File: config.mk
export PLATFORM = sky130hd
export DESIGN_NAME = ptmr_top
export DESIGN_NICKNAME = d
export VERILOG_FILES = /design/src/verilog/ptmr_pkg.sv /design/src/verilog/ptmr_top.sv
export SDC_FILE = /design/constraint.sdc
export NUM_CORES = 1
export LEC_CHECK = 0
export BUFFER_PORTS_ARGS = -buffer_cell sky130_fd_sc_hd__buf_2
export CORE_MARGIN = 3
export CORE_UTILIZATION = 60
export CTS_CLUSTER_SIZE = 25
export DETAILED_ROUTE_END_ITERATION = 8
export GPL_TIMING_DRIVEN = 0
export PLACE_DENSITY = 0.9
export SYNTH_ARGS = -nofsm -noshare
export SYNTH_HDL_FRONTEND = slang
export SYNTH_SLANG_ARGS = --single-unit
File: constraint.sdc
create_clock -name clk -period 7.8 [get_ports clk]
set_input_delay 0.39 -clock clk [delete_from_list [all_inputs] [get_ports clk]]
set_output_delay 0.39 -clock clk [all_outputs]
set_load 0.02 [all_outputs]
File: src/verilog/ptmr_pkg.sv
// Purpose: Constants, types and field layout of the periodic timer.
// Assumes: Classic Wishbone slave, 32-bit data, byte addresses.
// Notes:   Unused register bits read as zero.
package ptmr_pkg;

    localparam logic [7:0] PTMR_OFF_CTRL0  = 8'h00;
    localparam logic [7:0] PTMR_OFF_CTRL1  = 8'h04;
    localparam logic [7:0] PTMR_OFF_COUNT  = 8'h08;
    localparam logic [7:0] PTMR_OFF_CMPA   = 8'h0C;
    localparam logic [7:0] PTMR_OFF_PERIOD = 8'h10;
    localparam logic [7:0] PTMR_OFF_STATUS = 8'h14;

    localparam int PTMR_CTRL0_EN_BIT   = 3;
    localparam int PTMR_CTRL0_PRE_LSB  = 0;
    localparam int PTMR_STAT_A_BIT     = 0;
    localparam int PTMR_STAT_P_BIT     = 1;

    localparam logic [7:0]  PTMR_CTRL1_RESET = 8'h00;
    localparam logic [9:0]  PTMR_CNT_MAX     = 10'h3FF;
    localparam logic [10:0] PTMR_FULL_PERIOD = 11'h400;

    typedef enum logic [1:0] {
        PTMR_MODE_CMP   = 2'h0,
        PTMR_MODE_CAP   = 2'h1,
        PTMR_MODE_PWM   = 2'h2,
        PTMR_MODE_TIMER = 2'h3
    } ptmr_mode_e;

    typedef struct packed {
        ptmr_mode_e mode;
        logic [1:0] out_fn;
        logic       init_level;
        logic       invert;
        logic       cap_src;
        logic       clr_sel;
    } ptmr_ctrl1_s;

    typedef struct packed {
        ptmr_ctrl1_s ctrl1;
        logic        enable;
        logic [2:0]  prescale;
        logic [9:0]  cmpa;
        logic [9:0]  period;
        logic [9:0]  cnt;
        logic        flag_a;
        logic        flag_p;
        logic        io_prev;
        logic        ext_prev;
        logic        pin_level;
        logic [6:0]  div;
        logic        ack;
        logic [31:0] dat;
        logic        io_out;
        logic        io_oe_n;
    } ptmr_state_s;

endpackage

File: src/verilog/ptmr_top.sv
// Purpose: Ten-bit periodic timer with compare, PWM, pulse and capture.
// Assumes: Pins synchronous to clk; one clock; synchronous reset.
// Notes:   Timer tick is clk divided by 2^prescale.
`timescale 1ns/1ps
`default_nettype none
module ptmr_top
    import ptmr_pkg::*;
(
    input  wire logic        clk,
    input  wire logic        srst,
    input  wire logic        wb_cyc_i,
    input  wire logic        wb_stb_i,
    input  wire logic        wb_we_i,
    input  wire logic [7:0]  wb_adr_i,
    input  wire logic [3:0]  wb_sel_i,
    input  wire logic [31:0] wb_dat_i,
    output logic      [31:0] wb_dat_o,
    output logic             wb_ack_o,
    input  wire logic        timer_io_pin_i,
    output logic             timer_io_pin_o,
    output logic             timer_io_pin_oe_n,
    input  wire logic        external_clock_pin,
    output logic             match_a_flag,
    output logic             match_p_flag
);

    ptmr_state_s q;
    ptmr_state_s d;

    logic        acc;
    logic        wr;
    logic [7:0]  wadr;
    logic [6:0]  div_mask;
    logic        tick;
    logic        cmp_like;
    logic        pwm_mode;
    logic        pulse_mode;
    logic        cap_mode;
    logic [10:0] cnt_inc;
    logic [10:0] eff_period;
    logic        hit_a;
    logic        hit_p;
    logic        cap_in;
    logic        cap_prev;
    logic        cap_edge;
    logic        pwm_active;

    assign acc        = wb_cyc_i & wb_stb_i & ~q.ack;
    assign wr         = acc & wb_we_i;
    assign wadr       = {wb_adr_i[7:2], 2'b00};
    assign div_mask   = 7'((8'h01 << q.prescale) - 8'h01);
    assign tick       = (q.div & div_mask) == div_mask;
    assign cmp_like   = (q.ctrl1.mode == PTMR_MODE_CMP) | (q.ctrl1.mode == PTMR_MODE_TIMER);
    assign pwm_mode   = (q.ctrl1.mode == PTMR_MODE_PWM) & (q.ctrl1.out_fn != 2'h3);
    assign pulse_mode = (q.ctrl1.mode == PTMR_MODE_PWM) & (q.ctrl1.out_fn == 2'h3);
    assign cap_mode   = q.ctrl1.mode == PTMR_MODE_CAP;
    assign cnt_inc    = {1'b0, q.cnt} + 11'h001;
    assign eff_period = (q.period == 10'h000) ? PTMR_FULL_PERIOD : {1'b0, q.period};
    // Match on the count about to be reached; compare A zero never matches
    assign hit_a      = (q.cmpa != 10'h000) & (cnt_inc == {1'b0, q.cmpa});
    assign hit_p      = cnt_inc == eff_period;
    assign cap_in     = q.ctrl1.cap_src ? external_clock_pin : timer_io_pin_i;
    assign cap_prev   = q.ctrl1.cap_src ? q.ext_prev : q.io_prev;
    assign pwm_active = (q.cmpa >= eff_period[9:0] && eff_period != PTMR_FULL_PERIOD)
                      | (q.cnt < q.cmpa);

    always_comb begin
        case (q.ctrl1.out_fn)
            2'h0:    cap_edge = cap_in & ~cap_prev;
            2'h1:    cap_edge = ~cap_in & cap_prev;
            2'h2:    cap_edge = cap_in ^ cap_prev;
            default: cap_edge = 1'b0;
        endcase
    end

    always_comb begin
        d          = q;
        d.ack      = acc;
        d.dat      = 32'h0000_0000;
        d.div      = q.div + 7'h01;
        d.io_prev  = timer_io_pin_i;
        d.ext_prev = external_clock_pin;

        // Register reads
        if (acc && !wb_we_i) begin
            case (wadr)
                PTMR_OFF_CTRL0:  d.dat = {28'h0000000, q.enable, q.prescale};
                PTMR_OFF_CTRL1:  d.dat = {24'h000000, q.ctrl1};
                PTMR_OFF_COUNT:  d.dat = {22'h000000, q.cnt};
                PTMR_OFF_CMPA:   d.dat = {22'h000000, q.cmpa};
                PTMR_OFF_PERIOD: d.dat = {22'h000000, q.period};
                PTMR_OFF_STATUS: d.dat = {30'h00000000, q.flag_p, q.flag_a};
                default:         d.dat = 32'h0000_0000;
            endcase
        end

        // Register writes
        if (wr && wb_sel_i[0]) begin
            case (wadr)
                PTMR_OFF_CTRL0: begin
                    d.enable   = wb_dat_i[PTMR_CTRL0_EN_BIT];
                    d.prescale = wb_dat_i[PTMR_CTRL0_PRE_LSB +: 3];
                end
                PTMR_OFF_CTRL1:  d.ctrl1 = ptmr_ctrl1_s'(wb_dat_i[7:0]);
                PTMR_OFF_CMPA:   d.cmpa[7:0] = wb_dat_i[7:0];
                PTMR_OFF_PERIOD: d.period[7:0] = wb_dat_i[7:0];
                PTMR_OFF_STATUS: begin
                    if (wb_dat_i[PTMR_STAT_A_BIT]) begin
                        d.flag_a = 1'b0;
                    end
                    if (wb_dat_i[PTMR_STAT_P_BIT]) begin
                        d.flag_p = 1'b0;
                    end
                end
                default: begin
                end
            endcase
        end
        if (wr && wb_sel_i[1]) begin
            case (wadr)
                PTMR_OFF_CMPA:   d.cmpa[9:8] = wb_dat_i[9:8];
                PTMR_OFF_PERIOD: d.period[9:8] = wb_dat_i[9:8];
                default: begin
                end
            endcase
        end

        // External pin rising edge starts a pulse
        if (pulse_mode && external_clock_pin && !q.ext_prev) begin
            d.enable = 1'b1;
        end

        if (d.enable && !q.enable) begin
            d.cnt       = 10'h000;
            d.pin_level = q.ctrl1.init_level;
        end else if (q.enable && tick) begin
            d.cnt = q.cnt + 10'h001;
            if (cmp_like) begin
                if (q.ctrl1.clr_sel) begin
                    if (hit_a || cnt_inc == PTMR_FULL_PERIOD) begin
                        d.cnt = 10'h000;
                    end
                end else if (hit_p) begin
                    d.cnt    = 10'h000;
                    d.flag_p = 1'b1;
                end
                if (hit_a) begin
                    d.flag_a = 1'b1;
                    case (q.ctrl1.out_fn)
                        2'h1:    d.pin_level = 1'b0;
                        2'h2:    d.pin_level = 1'b1;
                        2'h3:    d.pin_level = ~q.pin_level;
                        default: d.pin_level = q.pin_level;
                    endcase
                end
            end else if (pwm_mode) begin
                if (hit_p) begin
                    d.cnt    = 10'h000;
                    d.flag_p = 1'b1;
                end
                if (hit_a) begin
                    d.flag_a = 1'b1;
                end
            end else if (pulse_mode) begin
                if (hit_a) begin
                    d.enable = 1'b0;
                    d.flag_a = 1'b1;
                end
            end else if (cap_mode) begin
                if (hit_p) begin
                    d.cnt    = 10'h000;
                    d.flag_p = 1'b1;
                end
            end
        end

        // Capture while the counter runs
        if (cap_mode && q.enable && cap_edge) begin
            d.cmpa   = q.cnt;
            d.flag_a = 1'b1;
        end

        // Pin drive, registered
        d.io_oe_n = 1'b1;
        d.io_out  = 1'b0;
        if (q.ctrl1.mode == PTMR_MODE_CMP) begin
            d.io_oe_n = 1'b0;
            d.io_out  = d.pin_level ^ q.ctrl1.invert;
        end else if (pwm_mode) begin
            d.io_oe_n = 1'b0;
            case (q.ctrl1.out_fn)
                2'h0:    d.io_out = ~q.ctrl1.init_level ^ q.ctrl1.invert;
                2'h1:    d.io_out = q.ctrl1.init_level ^ q.ctrl1.invert;
                default: d.io_out = (pwm_active ~^ q.ctrl1.init_level) ^ q.ctrl1.invert;
            endcase
        end else if (pulse_mode) begin
            d.io_oe_n = 1'b0;
            d.io_out  = (d.enable ~^ q.ctrl1.init_level) ^ q.ctrl1.invert;
        end

        if (srst) begin
            d          = '0;
            d.ctrl1    = ptmr_ctrl1_s'(PTMR_CTRL1_RESET);
            d.io_oe_n  = 1'b1;
        end
    end

    always_ff @(posedge clk) begin
        q <= d;
    end

    assign wb_dat_o          = q.dat;
    assign wb_ack_o          = q.ack;
    assign timer_io_pin_o    = q.io_out;
    assign timer_io_pin_oe_n = q.io_oe_n;
    assign match_a_flag      = q.flag_a;
    assign match_p_flag      = q.flag_p;

endmodule
`default_nettype wire

* Word level (Yosys, flattened, before mapping)
Index checks and enable logic that the tools add are counted.
Storage, ports and cells: register bits after elaboration 89, bits in latches 0, RAM bits 0, bits in read-only memories 0, input port bits 51, output and inout bits 37, word-level logic and storage cells 150, memories kept 0
Cells by class: $add $sub $neg 4, $mul 0, divide/modulo/power cells 0, order comparisons 2, equal/unequal tests 17, shifts and indexed selects 1, multiplexer cells 48, bitwise gates (word level) 25, reductions and logical operators 30
Operators by type and width (number):
- 10-bit two-way mux | 6
- 10-bit case mux with 6 select lines | 1
- 12-bit two-way mux | 2
- 1-bit two-way mux | 22
- 2-bit two-way mux | 9
- 8-bit two-way mux | 2
- 6-bit by 2-bit equality test with 1-bit output (second input constant) | 2
- 6-bit by 3-bit equality test with 1-bit output (second input constant) | 2
- 2-bit AND reduction | 6
- 10-bit by 1-bit adder with 11-bit output (second input constant) | 1
- 11-bit by 10-bit equality test with 1-bit output | 1
- 11-bit equality test | 1
- 11-bit equality test (second input constant) | 1
- 11-bit two-way mux | 1
- 11-bit != test (second input constant) | 1
- 10-bit by 1-bit adder with 10-bit output (second input constant) | 1
- 10-bit >= comparator | 1
- 1-bit logical AND | 10
- 10-bit logical NOT | 1
- 10-bit < comparator | 1
- 10-bit nonzero test | 1
- 1-bit bitwise AND | 8
- 2-bit equality test (second input constant) | 4
- 8-bit logical NOT | 1
- 20 further kinds | 41

* Logic depth before layout (Yosys ltp)
Gate-level depths: netlist of the first run.
depth in word-level cells 17, depth in mapped cells 12, gate-level depth less buffers 10

* Least setup slack after synthesis of the first run
No wires, ideal clock.
kind register to register, start point register q[48] (netlist bit), end point register q (netlist bit timer_io_pin_o), arrival time 2.454 ns, data required time 7.667 ns, setup slack 5.213 ns, stages on the path, launching flop included 12, path through dfxtp_1 -> ha_1 -> buf_2 -> and3_1 -> buf_2 -> nand3_1 -> a2bb2oi_1 -> nor4_2 -> nand2_1 -> a311o_1 -> a2111oi_0 -> nor4_1
On the way: word-level cells in the longest chain between the ends 14
RTL lines:
- from (decl) | line ptmr_top.sv:27 | ptmr_state_s q;
- from (signal assigned) | line ptmr_top.sv:209 | q <= d;
- 10-bit by 1-bit adder with 11-bit output | line ptmr_top.sv:57 | assign cnt_inc = {1'b0, q.cnt} + 11'h001;
- 11-bit by 10-bit equality test with 1-bit output | line ptmr_top.sv:60 | assign hit_a = (q.cmpa != 10'h000) & (cnt_inc == {1'b0, q.cmpa});
- 1-bit bitwise AND | line ptmr_top.sv:60
- 1-bit two-way mux | line ptmr_top.sv:165 | if (hit_a) begin
- 1-bit two-way mux | line ptmr_top.sv:164 | end else if (pulse_mode) begin
- 1-bit two-way mux | line ptmr_top.sv:156 | end else if (pwm_mode) begin
- 1-bit two-way mux | line ptmr_top.sv:138 | if (cmp_like) begin
- 1-bit two-way mux | line ptmr_top.sv:136 | end else if (q.enable && tick) begin
- 1-bit two-way mux | line ptmr_top.sv:133 | if (d.enable && !q.enable) begin
- 1-bit XNOR | line ptmr_top.sv:198 | d.io_out = (d.enable ~^ q.ctrl1.init_level) ^ q.ctrl1.invert;
- 1-bit XOR | line ptmr_top.sv:198
- 2-bit two-way mux | line ptmr_top.sv:196 | end else if (pulse_mode) begin
- 2-bit two-way mux | line ptmr_top.sv:189 | end else if (pwm_mode) begin
- 2-bit two-way mux * | line ptmr_top.sv:186 | if (q.ctrl1.mode == PTMR_MODE_CMP) begin
Mark *: on every way between the ends. The rest lies on a longest branch, timed or not. A chain may end at the register's enable or synchronous reset.

* Worst setup path in the final report of the first run
Same ends and word-level chain as after synthesis.

==> flow_summary.json, run 1 <==
{
  "ys_warn_count": 0,
  "post_cts_resized": 0,
  "clk_pin_slew_ps": 80,
  "max_freq_ghz": 0.308,
  "cts_sinks": 67,
  "final_cell_mix": "dfxtp_1, nor2_1, buf_2",
  "async_flop_share_pct": 0,
  "end_kind": "register",
  "dp_cells": 745,
  "track_usage_pct": 30.6,
  "grtUsageMet2_pct": 48.3,
  "clock_path_buffers": 2,
  "grt_max_degree": 14,
  "power_leakage_nw": 2.26,
  "arrival_ps": 3470,
  "gr-usage-met1_pct": 39.8,
  "worstSkewPairLatency_ps": 350,
  "cts_buffers": 9,
  "io_pins": 88,
  "cts_setup_buffers": 0,
  "die_h_um": 95.8,
  "critPathMaxFanout": 10,
  "crit_type": "reg2reg",
  "antenna_found_initial": 0,
  "slew_viol_final": 0,
  "routedWlPerCell_um": 18.1,
  "initialDrtViolationCount": 659,
  "fin_hold_ws_ps": 278,
  "max_slew_margin_pct": 30.0,
  "drt_pass1_iterations": 6,
  "start_kind": "register",
  "port_buffers": 38,
  "overflow": 0,
  "setup_viol_count_final": 0,
  "grt_pass1_vias": 4426,
  "fin_setup_tns_ps": 0,
  "syn2layout_area_growth_pct": 12.3,
  "start_util_pct": 62.3,
  "final_common_cell": "dfxtp_1",
  "n_fill_cell": 636,
  "ys_ff_latch": 67,
  "htree_levels": 3,
  "yosysUniqueCellTypes": 73,
  "diodes": 0,
  "hold_path_class": "in2reg",
  "synth_ff_type": "dfxtp_1",
  "cap_violations": 0,
  "ctsHoldBuffers": 0,
  "synth-edff-count": 0,
  "ys_seq_area_share_pct": 27.7,
  "synth_area_um2": 4840,
  "dp_hpwl_um": 10200,
  "worst_slack_ps": 4550,
  "antenna_left": 0,
  "dieArea_um2": 9180,
  "final_area_um2": 5430,
  "rows": 32,
  "die_width_um": 95.8,
  "post-place-ws_ps": 4630,
  "vias": 4792,
  "core_region_area_um2": 7770,
  "final_core_util_pct": 70.0,
  "drc": 0,
  "fin_crit_sh_pct": 41.7,
  "status": "finished clean",
  "rsz0062_at_grt": "false",
  "drive_gt1_share_pct": 19.1,
  "grt.met3_usage_pct": 6.57,
  "p_per_area_nw_per_um2": 128,
  "worstPathRequired_ps": 8020,
  "busiest_layer": "met2",
  "fin_cells": 761,
  "place.gp.congestion": 0.986,
  "vdd.ir_drop.worst_v": 0.0000823,
  "vias_per_cell": 6.30,
  "skew_ps": 7.37,
  "cts_tree": "yes",
  "total_power_mw": 0.698,
  "grt_pass1_wl_um": 21700,
  "hold_viol_final": 0,
  "syn_inst": 584,
  "avgSynthCellArea_um2": 8.28,
  "nets": 733,
  "wirelength_um": 13800,
  "place_area_um2": 5240,
  "rrSetupSlack_ps": 4550,
  "cts-root-buf": "clkbuf_8",
  "min_period_ps": 3250,
  "max_slew.worst_pin.slew_ps": 1040
}
cell families (layout without fill, tap and decap cells):
logic type | after synthesis | after routing | synth area share, %
flops | 67 | 67 | 27.7
simple gates | 212 | 212 | 23.1
compound gates | 116 | 116 | 17.2
buf+inv | 104 | 158 | 11.2
other cells | 1 | 22 | 0.0775
mux | 32 | 32 | 6.70
xor+xnor | 24 | 24 | 6.65
fa+ha+maj | 28 | 28 | 7.24
cell usage after synthesis (6+ instances only):
library cell	n	area, um^2
a31oi_1	7	43.8
nor4_1	7	43.8
or3_1	6	37.5
nor3_1	10	50.1
xor2_1	9	78.8
mux2i_1	29	290
nand2_1	44	165
a22oi_1	19	143
and3_1	11	68.8
xnor2_1	7	61.3
nor2_1	50	188
buf_4	32	240
clkbuf_1	26	97.6
xnor3_1	7	158
nand3_1	30	150
nor2b_1	10	62.6
a31o_2	6	52.6
a211oi_1	11	82.6
dfxtp_1	67	1340
o21ai_0	9	45.0
inv_1	32	120
buf_2	9	45.0
ha_1	28	350
a21oi_1	28	140
area by class of cell:
cell class                 count  area, um^2  share of cell area (%)
multi-input combinational    434        3030                    55.8
sequential                    67        1340                    24.7
buffer                        72         424                    7.81
timing repair buffer          38         190                    3.50
tap                          102         128                    2.35
clock buffer                   9         124                    2.28
inverter                      32         120                    2.21
clock inverter                 7        75.1                    1.38
worst paths after layout:
check / startpoint / depth (start not counted) / endpoint
worst max-delay path: q[48] / 11 / timer_io_pin_o
worst min-delay path: timer_io_pin_i / 2 / q[44]
worst min register to register: q[35] / 1 / q[35]
worst max register to register: q[48] / 11 / timer_io_pin_o
registers in the layout, summed over array words and instances (netlist names):
signal             flops
match_a_flag           1
match_p_flag           1
q                     52
wb_ack_o               1
wb_dat_o              10
timer_io_pin_oe_n      1
timer_io_pin_o         1
where the power goes:
group | switching [mW] | internal, mW | total, mW
Clock | 0.148 | 0.150 | 0.298
Combinational | 0.0339 | 0.0199 | 0.0538
Sequential | 0.00195 | 0.344 | 0.346
Total | 0.184 | 0.514 | 0.698
critical path: stages, from the launching register on:
cell and delay (ps):
dfxtp_1 540, ha_1 210, buf_2 200, and3_1 170, buf_2 150, nand3_1 200
a2bb2oi_1 190, nor4_2 350, nand2_1 260, nor4_1 510, o221a_2 290, nor4_1 40
routing by layer:
| layer | up-vias | share of wire (%) |
|---|---|---|
| met3 | 60 | 12 |
| li1 | 2179 | - |
| met1 | 2191 | 38 |
| met5 | - | 0 |
| met2 | 362 | 46 |
| met4 | 0 | 3.8 |
No activity file was read; power rests on OpenSTA's default activity.
==> inputs of run 2 (changes only) <==
ABC_AREA = 1   (was unset)
CORE_UTILIZATION = 51   (was 60)
PLACE_DENSITY = 0.83   (was 0.9)
clock period = 2.8 ns   (was 7.8 ns; I/O delays follow)
==> run 2 against run 1 <==
Area after synthesis is 7.0% lower. Critical path depth grew 2. Clock skew up 1.3 ps. Critical path type unchanged.
==> flow_summary.json, run 2 <==
{
  "status": "finished clean",
  "synth-edff-count": 0,
  "largest_reg_flops": 52,
  "final_common_cell": "nand2_1",
  "busiest_layer": "met2",
  "final_core_util_pct": 61.1,
  "async_flop_share_pct": 0,
  "vias_per_cell": 5.59,
  "nets": 827,
  "vdd.ir_drop.worst_v": 0.000264,
  "core_region_area_um2": 8380,
  "cts_tree": "yes",
  "slew_viol_final": 0,
  "hold_path_class": "in2reg",
  "rows": 33,
  "start_util_pct": 53.7,
  "grt.met3_usage_pct": 4.86,
  "p_per_area_nw_per_um2": 392,
  "max_slew_margin_pct": 50.7,
  "htree_levels": 3,
  "cts-root-buf": "clkbuf_8",
  "drc": 0,
  "netlist_top_cells_count": "nand2_1, inv_1, nor2_1",
  "antenna_left": 0,
  "die_width_um": 99.9,
  "syn2layout_area_growth_pct": 13.9,
  "overflow": 0,
  "hold_viol_final": 0,
  "initialDrtViolationCount": 568,
  "routedWlPerCell_um": 16.6,
  "synth.most_common_cell": "nand2_1",
  "end_kind": "register",
  "start_kind": "register",
  "ctsHoldBuffers": 0,
  "critPathMaxFanout": 10,
  "ys_ff_latch": 67,
  "ys_seq_area_share_pct": 29.8,
  "setup_viol_count_final": 0,
  "drive_gt1_share_pct": 15.0,
  "wirelength_um": 14200,
  "crit_type": "reg2reg",
  "cts_sinks": 67,
  "grt_pass1_vias": 4269,
  "regMostFlops": "q",
  "die_h_um": 99.9,
  "place.gp.congestion": 1.00,
  "max_slew.worst_pin.slew_ps": 734,
  "dieArea_um2": 9980,
  "synth_area_leaders": "dfxtp_1, nand2_1, ha_1, inv_1, a21oi_1",
  "clock_path_buffers": 2,
  "vias": 4800,
  "avgSynthCellArea_um2": 6.63,
  "min_period_ps": 2600,
  "clk_pin_slew_ps": 80,
  "cap_violations": 0,
  "synth_ff_type": "dfxtp_1",
  "max_freq_ghz": 0.385,
  "skew_ps": 8.64,
  "diodes": 0,
  "synth_top_cell_by_area": "dfxtp_1",
  "io_pins": 88,
  "worstSkewPairLatency_ps": 350,
  "power_leakage_nw": 2.32,
  "port_buffers": 38,
  "worstPathRequired_ps": 3040,
  "yosysUniqueCellTypes": 37,
  "grt_max_degree": 13,
  "drt_pass1_iterations": 5,
  "grtUsageMet2_pct": 45.5,
  "ys_warn_count": 0,
  "rsz0062_at_grt": "false",
  "syn_inst": 678,
  "cts_buffers": 9,
  "gr-usage-met1_pct": 40.2,
  "track_usage_pct": 28.8,
  "dp_hpwl_um": 11200,
  "fin_crit_sh_pct": 92.8,
  "grt_pass1_wl_um": 22300,
  "arrival_ps": 2840,
  "fin_setup_tns_ps": 0,
  "cts_setup_buffers": 0,
  "synth_area_um2": 4500,
  "synth_top_area_share_pct": 29.8,
  "post_cts_resized": 0,
  "final_cell_mix": "nand2_1, inv_1, nor2_1",
  "antenna_found_initial": 0,
  "n_fill_cell": 799
}
run 2: cell families after synthesis:
kind of cell | count (synthesis) | share of synthesized area [%]
AND/OR/NAND/NOR | 291 | 28.2
AO/OA/AOI/OAI | 142 | 17.6
buffers and inverters | 137 | 14.1
flip-flops | 67 | 29.8
adder cells (fa/ha/maj) | 28 | 7.79
XOR/XNOR | 12 | 2.34
other | 1 | 0.0834
run 2: final cells by class:
cell class              instances  area (um^2)  share of cell area [%]
clock buffers                  10          128                    2.49
repair buffers                 38          190                    3.71
well taps                     105          131                    2.56
inverters                      96          364                    7.11
clock inverters                 6         88.8                    1.73
plain buffers                  41          275                    5.37
multi-input cells             495         2600                    50.8
flip-flops and latches         67         1340                    26.2
run 2: worst max-delay path, cell delays in order, from the launching register on:
cell,delay (ps)
dfxtp_2,420
ha_1,270
nand2_4,100
nor2_4,210
nand4_1,230
xor2_1,230
nor2_1,90
nand2_1,50
nor2_1,230
o2111ai_1,150
nand2_1,130
nand2_2,180
nand3_1,140
a21oi_1,80
run 2: final timing paths:
| kind | startpoint | endpoint | slack (ps) | cells past startpoint |
|---|---|---|---|---|
| setup / recovery | q[48] | q[50] | 200 | 13 |
| hold reg to reg | q[35] | q[35] | 470 | 1 |
| setup reg to reg | q[48] | q[50] | 200 | 13 |
| hold / removal | timer_io_pin_i | q[44] | 8 | 3 |
run 2: power by group:
part	switching (mW)	total (mW)	internal [mW]
clock network	0.401	0.904	0.503
registers	0.00504	0.964	0.959
logic	0.0910	0.140	0.0488
total	0.497	2.01	1.51
run 2: layer usage:
metal | vias up | wire (um)
li1 | 2319 | -
met1 | 2169 | 5980
met2 | 281 | 6400
met3 | 31 | 1550
met4 | 0 | 293
met5 | - | 0
run 2: stage by stage:
| stage | worst slack [ps] | total power [mW] | instances | hold WS [ps] | area (um^2) |
|---|---|---|---|---|---|
| after CTS | 135 | 2.01 | 858 | 1.21 | 5110 |
| final | 201 | 2.01 | 858 | 7.54 | 5120 |
| after detailed placement | 155 | 1.12 | 842 | 369 | 4900 |
| after global routing | 8.66 | 2.06 | 858 | 20.9 | 5120 |
| after global placement | 184 | 1.12 | 842 | 357 | 4900 |
| after floorplan | 689 | 1.08 | 699 | 247 | 4580 |
